`config.mk`:
```
export PLATFORM = sky130hd
export DESIGN_NAME = device_config_word_decoder
export DESIGN_NICKNAME = d
export VERILOG_FILES = /design/src/logic/cfg_word_pkg.sv /design/src/logic/device_config_word_decoder.sv
export SDC_FILE = /design/constraint.sdc
export NUM_CORES = 1
export LEC_CHECK = 0
export BUFFER_PORTS_ARGS = -buffer_cell sky130_fd_sc_hd__buf_2
export CAP_MARGIN = 15
export CORE_UTILIZATION = 40
export DETAILED_ROUTE_END_ITERATION = 6
export HOLD_SLACK_MARGIN = 0.08
export PLACE_DENSITY = 0.69
export REMOVE_ABC_BUFFERS = 1
export SETUP_SLACK_MARGIN = 0.05
export SLEW_MARGIN = 20
export SYNTH_ARGS = -nofsm -noshare
export SYNTH_HDL_FRONTEND = slang
export SYNTH_SLANG_ARGS = --single-unit
export TNS_END_PERCENT = 1
```
`constraint.sdc`:
```
create_clock -name clk -period 1.9 [get_ports clk]
set_clock_uncertainty 0.1 [all_clocks]
set_input_delay 0.19 -clock clk [delete_from_list [all_inputs] [get_ports clk]]
set_output_delay 0.19 -clock clk [all_outputs]
set_load 0.02 [all_outputs]
```
`src/logic/cfg_word_pkg.sv`:
```
package cfg_word_pkg;

    // Register word addresses on the bus (byte offsets)
    localparam logic [3:0] ADDR_CFG_WORD_0   = 4'h0;
    localparam logic [3:0] ADDR_CFG_WORD_1   = 4'h4;
    localparam logic [3:0] ADDR_CFG_WORD_2   = 4'h8;
    localparam logic [3:0] ADDR_CFG_WORD_3   = 4'hC;
    localparam logic [5:0] ADDR_RUNTIME_CTRL = 6'h10;
    localparam logic [5:0] ADDR_UNLOCK       = 6'h14;
    localparam int         ADDR_W            = 6;

    // Unlock key pair written in order to the unlock register
    localparam logic [31:0] UNLOCK_KEY_A = 32'hAA99_6655;
    localparam logic [31:0] UNLOCK_KEY_B = 32'h5566_99AA;

    // Word 0 field
    localparam int W0_TEST_PORT_EN  = 2;
    // Word 1 fields
    localparam int W1_WIN_SIZE_LO   = 24;
    localparam int W1_WDOG_EN       = 23;
    localparam int W1_WIN_DIS       = 22;
    localparam int W1_POSTSCALE_LO  = 16;
    localparam int W1_CKSM_LO       = 14;
    localparam int W1_PBDIV_LO      = 12;
    localparam int W1_CLKOUT_DIS    = 10;
    localparam int W1_POSC_LO       = 8;
    localparam int W1_TWO_SPEED     = 7;
    localparam int W1_SOSC_EN       = 5;
    localparam int W1_OSC_SEL_LO    = 0;
    // Word 2 fields
    localparam int W2_PLL_ODIV_LO   = 16;
    localparam int W2_USB_PLL_DIS   = 15;
    localparam int W2_USB_IDIV_LO   = 8;
    localparam int W2_PLL_MUL_LO    = 4;
    localparam int W2_PLL_IDIV_LO   = 0;
    // Word 3 fields
    localparam int W3_VBUS_OWNER    = 31;
    localparam int W3_ID_OWNER      = 30;
    localparam int W3_PPS_ONE_WAY   = 29;
    localparam int W3_PMD_ONE_WAY   = 28;
    localparam int W3_SRS_LO        = 16;
    localparam int W3_USERID_LO     = 0;
    // Runtime control fields
    localparam int RC_PPS_LOCK      = 13;
    localparam int RC_PMD_LOCK      = 12;
    localparam int RC_TEST_PORT_EN  = 3;
    localparam int RC_TRACE_EN      = 2;
    localparam int RC_TDO_USE       = 0;

    localparam logic [4:0]  POSTSCALE_MAX  = 5'h14;
    localparam logic [1:0]  POSC_DISABLED  = 2'h3;
    localparam logic [1:0]  POSC_EXT_CLOCK = 2'h0;
    localparam logic [31:0] RC_WRITE_MASK  = 32'h0000_300D;
    localparam logic [31:0] BUS_UNMAPPED   = 32'h0000_0000;

    typedef enum logic [2:0] {
        SRC_FAST_RC, SRC_FAST_RC_PLL, SRC_PRIMARY, SRC_PRIMARY_PLL,
        SRC_SECONDARY, SRC_LOW_POWER_RC, SRC_FAST_RC_DIV16, SRC_FAST_RC_DIV_N
    } osc_src_e;

    typedef enum logic [1:0] {
        POSC_EXT, POSC_STD_XTAL, POSC_HS_XTAL, POSC_OFF
    } posc_mode_e;

    typedef enum logic [1:0] {
        LOAD_IDLE, LOAD_RUN
    } load_state_e;

    typedef struct packed {
        logic        wdog_hw_enable;   // runs, software cannot stop
        logic        wdog_sw_may_enable;
        logic        wdog_windowed;
        logic [6:0]  wdog_window_pct_x2; // 2x percent: 50,75,100,150
        logic [4:0]  wdog_postscale_log2;
        logic        clk_switch_en;
        logic        fail_safe_mon_en;
        logic [3:0]  periph_bus_div;
        logic        clock_output_en;
        posc_mode_e  primary_osc_mode;
        logic        two_speed_startup_en;
        logic        secondary_osc_en;
        osc_src_e    initial_osc_select;
        logic [8:0]  pll_out_div;
        logic        usb_pll_bypass;
        logic [3:0]  usb_pll_in_div;
        logic [3:0]  pll_in_div;
        logic [4:0]  pll_multiplier;
        logic        usb_bus_power_to_usb;
        logic        usb_id_to_usb;
        logic        pin_select_one_way;
        logic        module_disable_one_way;
        logic [2:0]  shadow_set_priority;
        logic [15:0] user_ident_value;
    } cfg_out_s;

    typedef struct packed {
        logic pin_select_lock;
        logic module_disable_lock;
        logic test_port_enable;
        logic trace_out_enable;
        logic two_wire_tdo_use;
    } runtime_s;

endpackage : cfg_word_pkg

```
`src/logic/device_config_word_decoder.sv`:
```
// Behaviour
// - Window size code 11/10/01/00 gives 25/37.5/50/75 percent clear window.
// - Enable bit set forces watchdog on; clear lets software enable it.
// - Window-disable set means non-window mode, clear means windowed.
// - Postscale code n gives divide by two to the n, up to 1:1048576.
// - Postscale codes above 10100 act as 10100.
// - Switch/monitor: 1x both off, 01 switching only, 00 both on.
// - Peripheral bus divisor codes 00..11 divide system clock by 1,2,4,8.
// - Clock output active when disable bit 0 and oscillator mode 11 or 00.
// - Primary oscillator mode: 11 off, 10 high-speed, 01 crystal, 00 external.
// - Switchover bit set enables two-speed start-up.
// - Secondary oscillator enable bit enables that oscillator.
// - Three-bit initial oscillator select picks one of eight sources.
// - PLL output divisor codes give 1,2,4,8,16,32,64,256.
// - USB PLL bit set disables and bypasses the USB PLL.
// - Both PLL input dividers give 1,2,3,4,5,6,10,12.
// - PLL multiplier codes give 15..21 and 24.
// - Two bits give bus-power and ID pins to USB when set.
// - One-way bits allow a single reconfiguration session when set.
// - Shadow set priority equals the three-bit field value.
// - Low half of word 3 holds a readable user identification value.
// - Lock bits block pin-select and module-disable writes; unlock needed to change.
// - Control register has port enable, trace enable, and TDO use resetting to 1.
// - Module-disable one-way keeps that lock set until device reset.
// - Word 0 port enable bit gives reset value of control register bit.
`timescale 1ns/100ps
module device_config_word_decoder (
    input  wire logic                   clk,          // 250 MHz clock
    input  wire logic                   arst_n,       // Async reset, active low
    input  wire logic [31:0]            cfg_word_0,   // Nonvolatile word 0
    input  wire logic [31:0]            cfg_word_1,   // Nonvolatile word 1
    input  wire logic [31:0]            cfg_word_2,   // Nonvolatile word 2
    input  wire logic [31:0]            cfg_word_3,   // Nonvolatile word 3
    input  wire logic                   wb_cyc_i,     // Wishbone cycle
    input  wire logic                   wb_stb_i,     // Wishbone strobe
    input  wire logic                   wb_we_i,      // Wishbone write
    input  wire logic [5:0]             wb_adr_i,     // Wishbone byte address
    input  wire logic [3:0]             wb_sel_i,     // Wishbone byte selects
    input  wire logic [31:0]            wb_dat_i,     // Wishbone write data
    output logic [31:0]                 wb_dat_o,     // Wishbone read data
    output logic                        wb_ack_o,     // Wishbone acknowledge
    output logic                        cfg_valid,    // Configuration latched
    output cfg_word_pkg::cfg_out_s      cfg_out,      // Decoded defaults
    output cfg_word_pkg::runtime_s      runtime_ctl   // Runtime control bits
);

    typedef struct packed {
        cfg_word_pkg::load_state_e st;
        logic [31:0]               w0;
        logic [31:0]               w1;
        logic [31:0]               w2;
        logic [31:0]               w3;
        cfg_word_pkg::runtime_s    rc;
        logic                      key_a_seen;
        logic                      unlocked;
        logic                      pps_session_used;
        logic [31:0]               rdata;
        logic                      ack;
        cfg_word_pkg::cfg_out_s    dec;
    } state_s;

    state_s s_q;
    state_s s_d;

    // Decode of the latched words
    function automatic cfg_word_pkg::cfg_out_s decode(
        input logic [31:0] w1, input logic [31:0] w2, input logic [31:0] w3);
        cfg_word_pkg::cfg_out_s o;
        logic [1:0] win;
        logic [4:0] ps;
        logic [1:0] cksm;
        logic [1:0] posc;
        logic [2:0] odiv;
        logic [2:0] mul;
        o    = '0;
        win  = w1[cfg_word_pkg::W1_WIN_SIZE_LO +: 2];
        ps   = w1[cfg_word_pkg::W1_POSTSCALE_LO +: 5];
        cksm = w1[cfg_word_pkg::W1_CKSM_LO +: 2];
        posc = w1[cfg_word_pkg::W1_POSC_LO +: 2];
        odiv = w2[cfg_word_pkg::W2_PLL_ODIV_LO +: 3];
        mul  = w2[cfg_word_pkg::W2_PLL_MUL_LO +: 3];
        case (win)
            2'h3:    o.wdog_window_pct_x2 = 7'h32;
            2'h2:    o.wdog_window_pct_x2 = 7'h4B;
            2'h1:    o.wdog_window_pct_x2 = 7'h64;
            default: o.wdog_window_pct_x2 = 7'h96;
        endcase
        o.wdog_hw_enable     = w1[cfg_word_pkg::W1_WDOG_EN];
        o.wdog_sw_may_enable = ~w1[cfg_word_pkg::W1_WDOG_EN];
        o.wdog_windowed      = ~w1[cfg_word_pkg::W1_WIN_DIS];
        o.wdog_postscale_log2 = (ps > cfg_word_pkg::POSTSCALE_MAX) ?
                                cfg_word_pkg::POSTSCALE_MAX : ps;
        o.clk_switch_en    = ~cksm[1];
        o.fail_safe_mon_en = (cksm == 2'h0);
        o.periph_bus_div   = 4'(4'h1 << w1[cfg_word_pkg::W1_PBDIV_LO +: 2]);
        o.clock_output_en  = ~w1[cfg_word_pkg::W1_CLKOUT_DIS] &
                             ((posc == cfg_word_pkg::POSC_DISABLED) ||
                              (posc == cfg_word_pkg::POSC_EXT_CLOCK));
        o.primary_osc_mode = cfg_word_pkg::posc_mode_e'(posc);
        o.two_speed_startup_en = w1[cfg_word_pkg::W1_TWO_SPEED];
        o.secondary_osc_en     = w1[cfg_word_pkg::W1_SOSC_EN];
        o.initial_osc_select   = cfg_word_pkg::osc_src_e'(
                                 w1[cfg_word_pkg::W1_OSC_SEL_LO +: 3]);
        o.pll_out_div = (odiv == 3'h7) ? 9'h100 : 9'(9'h1 << odiv);
        o.usb_pll_bypass = w2[cfg_word_pkg::W2_USB_PLL_DIS];
        o.usb_pll_in_div = in_div(w2[cfg_word_pkg::W2_USB_IDIV_LO +: 3]);
        o.pll_in_div     = in_div(w2[cfg_word_pkg::W2_PLL_IDIV_LO +: 3]);
        o.pll_multiplier = (mul == 3'h7) ? 5'h18 : 5'(5'h0F + mul);
        o.usb_bus_power_to_usb = w3[cfg_word_pkg::W3_VBUS_OWNER];
        o.usb_id_to_usb        = w3[cfg_word_pkg::W3_ID_OWNER];
        o.pin_select_one_way     = w3[cfg_word_pkg::W3_PPS_ONE_WAY];
        o.module_disable_one_way = w3[cfg_word_pkg::W3_PMD_ONE_WAY];
        o.shadow_set_priority = w3[cfg_word_pkg::W3_SRS_LO +: 3];
        o.user_ident_value    = w3[cfg_word_pkg::W3_USERID_LO +: 16];
        return o;
    endfunction : decode

    function automatic logic [3:0] in_div(input logic [2:0] c);
        case (c)
            3'h6:    in_div = 4'hA;
            3'h7:    in_div = 4'hC;
            default: in_div = 4'(4'h1 + c);
        endcase
    endfunction : in_div

    logic        req;
    logic        wr_full;
    logic [31:0] rc_word;

    always_comb begin
        req     = wb_cyc_i & wb_stb_i & ~s_q.ack;
        wr_full = req & wb_we_i & (wb_sel_i == 4'hF);
        rc_word = '0;
        rc_word[cfg_word_pkg::RC_PPS_LOCK]     = s_q.rc.pin_select_lock;
        rc_word[cfg_word_pkg::RC_PMD_LOCK]     = s_q.rc.module_disable_lock;
        rc_word[cfg_word_pkg::RC_TEST_PORT_EN] = s_q.rc.test_port_enable;
        rc_word[cfg_word_pkg::RC_TRACE_EN]     = s_q.rc.trace_out_enable;
        rc_word[cfg_word_pkg::RC_TDO_USE]      = s_q.rc.two_wire_tdo_use;
    end

    always_comb begin
        logic [31:0] wmix;
        logic        new_pps;
        logic        new_pmd;
        wmix    = '0;
        new_pps = 1'b0;
        new_pmd = 1'b0;
        s_d     = s_q;
        s_d.ack = req;
        case (s_q.st)
            cfg_word_pkg::LOAD_IDLE: begin
                // Words captured one clock after reset release
                s_d.w0  = cfg_word_0;
                s_d.w1  = cfg_word_1;
                s_d.w2  = cfg_word_2;
                s_d.w3  = cfg_word_3;
                s_d.dec = decode(cfg_word_1, cfg_word_2, cfg_word_3);
                s_d.rc.test_port_enable = cfg_word_0[cfg_word_pkg::W0_TEST_PORT_EN];
                s_d.st  = cfg_word_pkg::LOAD_RUN;
            end
            cfg_word_pkg::LOAD_RUN: begin
                // Byte-lane merge of a write into the control word
                for (int b = 0; b < 4; b++) begin
                    wmix[8*b +: 8] = wb_sel_i[b] ? wb_dat_i[8*b +: 8] : rc_word[8*b +: 8];
                end
                if (req && wb_we_i && wb_adr_i == cfg_word_pkg::ADDR_RUNTIME_CTRL) begin
                    s_d.rc.test_port_enable = wmix[cfg_word_pkg::RC_TEST_PORT_EN];
                    s_d.rc.trace_out_enable = wmix[cfg_word_pkg::RC_TRACE_EN];
                    s_d.rc.two_wire_tdo_use = wmix[cfg_word_pkg::RC_TDO_USE];
                    new_pps = wmix[cfg_word_pkg::RC_PPS_LOCK];
                    new_pmd = wmix[cfg_word_pkg::RC_PMD_LOCK];
                    if (s_q.unlocked) begin
                        if (!(s_q.rc.pin_select_lock && !new_pps &&
                              s_q.dec.pin_select_one_way && s_q.pps_session_used))
                            s_d.rc.pin_select_lock = new_pps;
                        if (!(s_q.rc.module_disable_lock && !new_pmd &&
                              s_q.dec.module_disable_one_way))
                            s_d.rc.module_disable_lock = new_pmd;
                        if (new_pps)
                            s_d.pps_session_used = 1'b1;
                        s_d.unlocked = 1'b0;
                    end
                end
                if (wr_full && wb_adr_i == cfg_word_pkg::ADDR_UNLOCK) begin
                    s_d.key_a_seen = (wb_dat_i == cfg_word_pkg::UNLOCK_KEY_A);
                    if (s_q.key_a_seen && wb_dat_i == cfg_word_pkg::UNLOCK_KEY_B)
                        s_d.unlocked = 1'b1;
                end
            end
            default: s_d.st = cfg_word_pkg::LOAD_IDLE;
        endcase
        // Read data; words outside the map return zero
        s_d.rdata = cfg_word_pkg::BUS_UNMAPPED;
        if (req && !wb_we_i) begin
            case (wb_adr_i)
                {2'b00, cfg_word_pkg::ADDR_CFG_WORD_0}: s_d.rdata = s_q.w0;
                {2'b00, cfg_word_pkg::ADDR_CFG_WORD_1}: s_d.rdata = s_q.w1;
                {2'b00, cfg_word_pkg::ADDR_CFG_WORD_2}: s_d.rdata = s_q.w2;
                {2'b00, cfg_word_pkg::ADDR_CFG_WORD_3}: s_d.rdata = s_q.w3;
                cfg_word_pkg::ADDR_RUNTIME_CTRL:        s_d.rdata = rc_word;
                default:                                s_d.rdata = cfg_word_pkg::BUS_UNMAPPED;
            endcase
        end
    end

    always_ff @(posedge clk or negedge arst_n) begin
        if (!arst_n) begin
            s_q                     <= '0;
            s_q.st                  <= cfg_word_pkg::LOAD_IDLE;
            s_q.rc.two_wire_tdo_use <= 1'b1;
        end else begin
            s_q <= s_d;
        end
    end

    always_comb begin
        wb_dat_o    = s_q.rdata;
        wb_ack_o    = s_q.ack;
        cfg_valid   = (s_q.st == cfg_word_pkg::LOAD_RUN);
        cfg_out     = s_q.dec;
        runtime_ctl = s_q.rc;
    end

endmodule : device_config_word_decoder

```
==> results.yml <==
place:
  place_area_um2: 10900
  port_buffers: 287
  dp_hpwl_um: 16100
  place.gp.congestion: 0.772
setup_path:
  r2r.worst_path.cells: 4
  worstPathArrival_ns: 2.11
  startpoint: "wb_dat_i[8]"
  rr_endpoint: "s_q[109]"
  critPathRequiredTime_ns: 2.21
  crit_chain: "dlygate4sd3_1, buf_2, nand2_1, dlygate4sd3_1, nor4_2, nand4_1, o32ai_1"
  worst-r2r-setup-slack_ns: 0.14
  path_max_fanout: 2
  crit_family: "buffers and inverters"
  crit_path_end_kind: "flop"
  slowest_stage: "dlygate4sd3_1"
  crit_path_frequent_cell: "dlygate4sd3_1"
  worstSetupPathType: "primary input to flop"
  crit_buf_inv: 3
  critPathMaxStageDelay_ns: 0.56
  cp-start-kind: "primary input"
  worstReg2RegStart: "s_q[110]"
detailed_routing:
  wire_per_inst_um: 17.5
  drt-total-wl_um: 25100
  vias_per_cell: 4.89
  vias: 6997
  antenna_left: 0
  drt_pass1_iterations: 4
  drt_iter0_drc: 238
  drc: 0
cells_and_area:
  drive_gt1_frac: 0.465
  diodes: 0
  nets: 1280
  area_delta_synth_final_pct: 37.4
  fillCellCount: 1867
  final_cell_area_um2: 13500
grt:
  antenna_found_initial: 0
  grt_max_degree: 69
  grt_pass1_wl_um: 38200
  grt_pass1_vias: 7391
  grt_overflow_total: 0
  grt_use_total: 0.198
power:
  p_leak_nw: 6.38
  p_seq_frac: 0.427
  ir_drop_v: 0.000665
  finalPower_w: 0.0119
  intPower_w: 0.00903
  p_comb_frac: 0.150
  powerDensity_nw_per_um2: 882
  switching_share: 0.239
  switchingPower_w: 0.00284
  p_clk_frac: 0.422
clocking:
  max-clock-path-buffers: 3
  cts.clk_slew.worst_paths_ns: 0.06
  htree_levels: 1
  cts_buffers: 24
  cts_tree: "done"
  clk_latency_ns: 0.51
  clockRootBuffer: "clkbuf_16"
  clock-sinks: 211
sta:
  finalCritPeriodShare: 0.950
  relSlewSlack: 0.675
  fmax_mhz: 554
  final.min_clock_period_ns: 1.81
  setup_tns_ns: 0
  tightest_slew_ns: 0.481
  setup_viol: 0
  slew_viol_final: 0
  rsz0062_at_grt: "yes"
  final-hold-violation-count: 0
flow_run:
  cap_violations: 0
synth:
  syn_inst: 745
  ys.flop_type: "dfrtp_1"
  synth_area_leaders: "dfrtp_1, mux2_2, buf_4"
  syn_area_per_cell_um2: 13.2
  synth_top_area_frac: 0.536
  synthArstFlopShare: 1.00
  ys_seq_area_frac: 0.539
  ys_ff_latch: 211
  synth_edf_count: 0
  synth_top_area_cell: "dfrtp_1"
  synth_area_um2: 9800
  synth_cell_types: 50
  yosys_warnings: 0
die:
  ioPinCount: 289
  fp.dieH_um: 159
  die-area_um2: 25100
  row_count: 56
  die_width_um: 159
  coreArea_um2: 23800
  start_util: 0.413
hold_path:
  hp-class: "primary input to asynchronous set/reset pin"
outcome:
  outcome: "complete, no violations"
==> registers in the layout, summed over array words and instances (netlist names) <==
register,flops
cfg_out,41
runtime_ctl,5
s_q,132
wb_dat_o,32
wb_ack_o,1
==> layout make-up <==
| cell class | count | area [um^2] | area share |
|---|---|---|---|
| clock inverter | 9 | 153 | 0.0113 |
| timing repair buffer | 471 | 3370 | 0.250 |
| inverter | 11 | 41.3 | 0.00307 |
| clock buffer | 33 | 726 | 0.0539 |
| multi-input combinational | 377 | 3490 | 0.259 |
| sequential | 211 | 5290 | 0.392 |
| tap | 319 | 399 | 0.0296 |
==> timing repair <==
action                                  in CTS  in global routing
gates resized for setup                      1                  2
cloned                                       1                  1
buffers inserted                             0                  2
pin swaps                                    0                  0
hold buffers                               158                  0
endpoints found under the hold margin      390                  0
endpoints found under the setup margin       1                  3
==> placed cells by master (no fill, tap or decap), types with 3 or more instances in the layout <==
cell,count
nand4_1,6
dlygate4sd3_1,158
nand2b_1,5
dfrtp_1,209
buf_12,5
a22oi_1,5
nor2_1,15
clkbuf_8,7
o21ai_0,30
mux4_2,32
clkinv_2,3
inv_1,10
nand4b_1,3
nor4bb_1,11
nor2b_1,18
mux2_2,123
clkbuf_16,26
nand2_1,58
o31ai_1,8
bufinv_16,4
buf_4,17
a21oi_1,4
ha_1,9
a32o_1,4
nand3_1,4
buf_2,286
and2b_1,11
==> worst max-delay path by stage <==
stage / endpoint / slack (ns) / depth (start not counted)
6_report: s_q[109] / 0.09 / 7
5_1_grt: s_q[109] / 0.01 / 7
4_1_cts: cfg_valid / 0.07 / 2
3_5_place_dp: s_q[110] / 0.19 / 5
3_3_place_gp: s_q[110] / 0.22 / 5
2_1_floorplan: runtime_ctl[1] / -4.78 / 4
==> metrics by stage <==
step	std cells	util	hold WS, ns	setup slack, ns
after floorplan	599	-	-0.206	-4.78
after global placement	1227	0.459	0.0621	0.217
after detailed placement	1227	0.459	0.0657	0.191
after CTS	1428	0.565	0.0834	0.0730
after global routing	1431	0.567	0.119	0.0101
final	1431	0.567	0.0974	0.0941
==> cell usage after synthesis, types with 3 or more instances <==
library cell and count:
dfrtp_1 210, mux2_2 123, buf_4 112, nand2_1 58, mux4_2 32, o21ai_0 30
clkbuf_1 22, nor2b_1 18, nor2_1 15, and2b_1 11, nor4bb_1 11, inv_1 10
ha_1 9, o31ai_1 8, nand4_1 6, a22oi_1 5, buf_1 5, buf_2 5
nand2b_1 5, a21oi_1 4, a32o_1 4, nand3_1 4, nand4b_1 3, nor4_1 3
==> power groups by stage <==
| stage | Clock (W) | Sequential (W) | Combinational, W |
|---|---|---|---|
| after detailed placement | 0 | 0.00515 | 0.00150 |
| after global placement | 0 | 0.00513 | 0.00148 |
| after CTS | 0.00514 | 0.00507 | 0.00177 |
| after floorplan | 0 | 0.00532 | 0.000634 |
| final | 0.00501 | 0.00507 | 0.00179 |
| after global routing | 0.00533 | 0.00511 | 0.00194 |
==> metal layers <==
metal / vias up / GRT usage / share of wire
met5: - / 0 / 0
met4: 0 / 0.0591 / 0.022
met3: 38 / 0.0525 / 0.075
met2: 283 / 0.363 / 0.51
met1: 3468 / 0.223 / 0.39
li1: 3208 / - / -
==> logic make-up (layout without fill, tap and decap cells) <==
group / count (synthesis) / count (layout) / share of synthesized area
fa+ha+maj: 9 / 9 / 0.0115
other cells: 2 / 2 / 0.000766
xor+xnor: 1 / 1 / 0.000894
compound gates: 61 / 61 / 0.0403
flops: 211 / 211 / 0.539
buf+inv: 157 / 524 / 0.105
simple gates: 145 / 145 / 0.0831
mux: 159 / 159 / 0.219
==> worst reg2reg max path: cells and delay by family (launching register included) <==
family,cells,cell delay [ns]
compound gates,1,0.26
buf+inv,1,0.59
flops,1,0.34
simple gates,2,0.37
No activity file was read; power rests on OpenSTA's default activity.
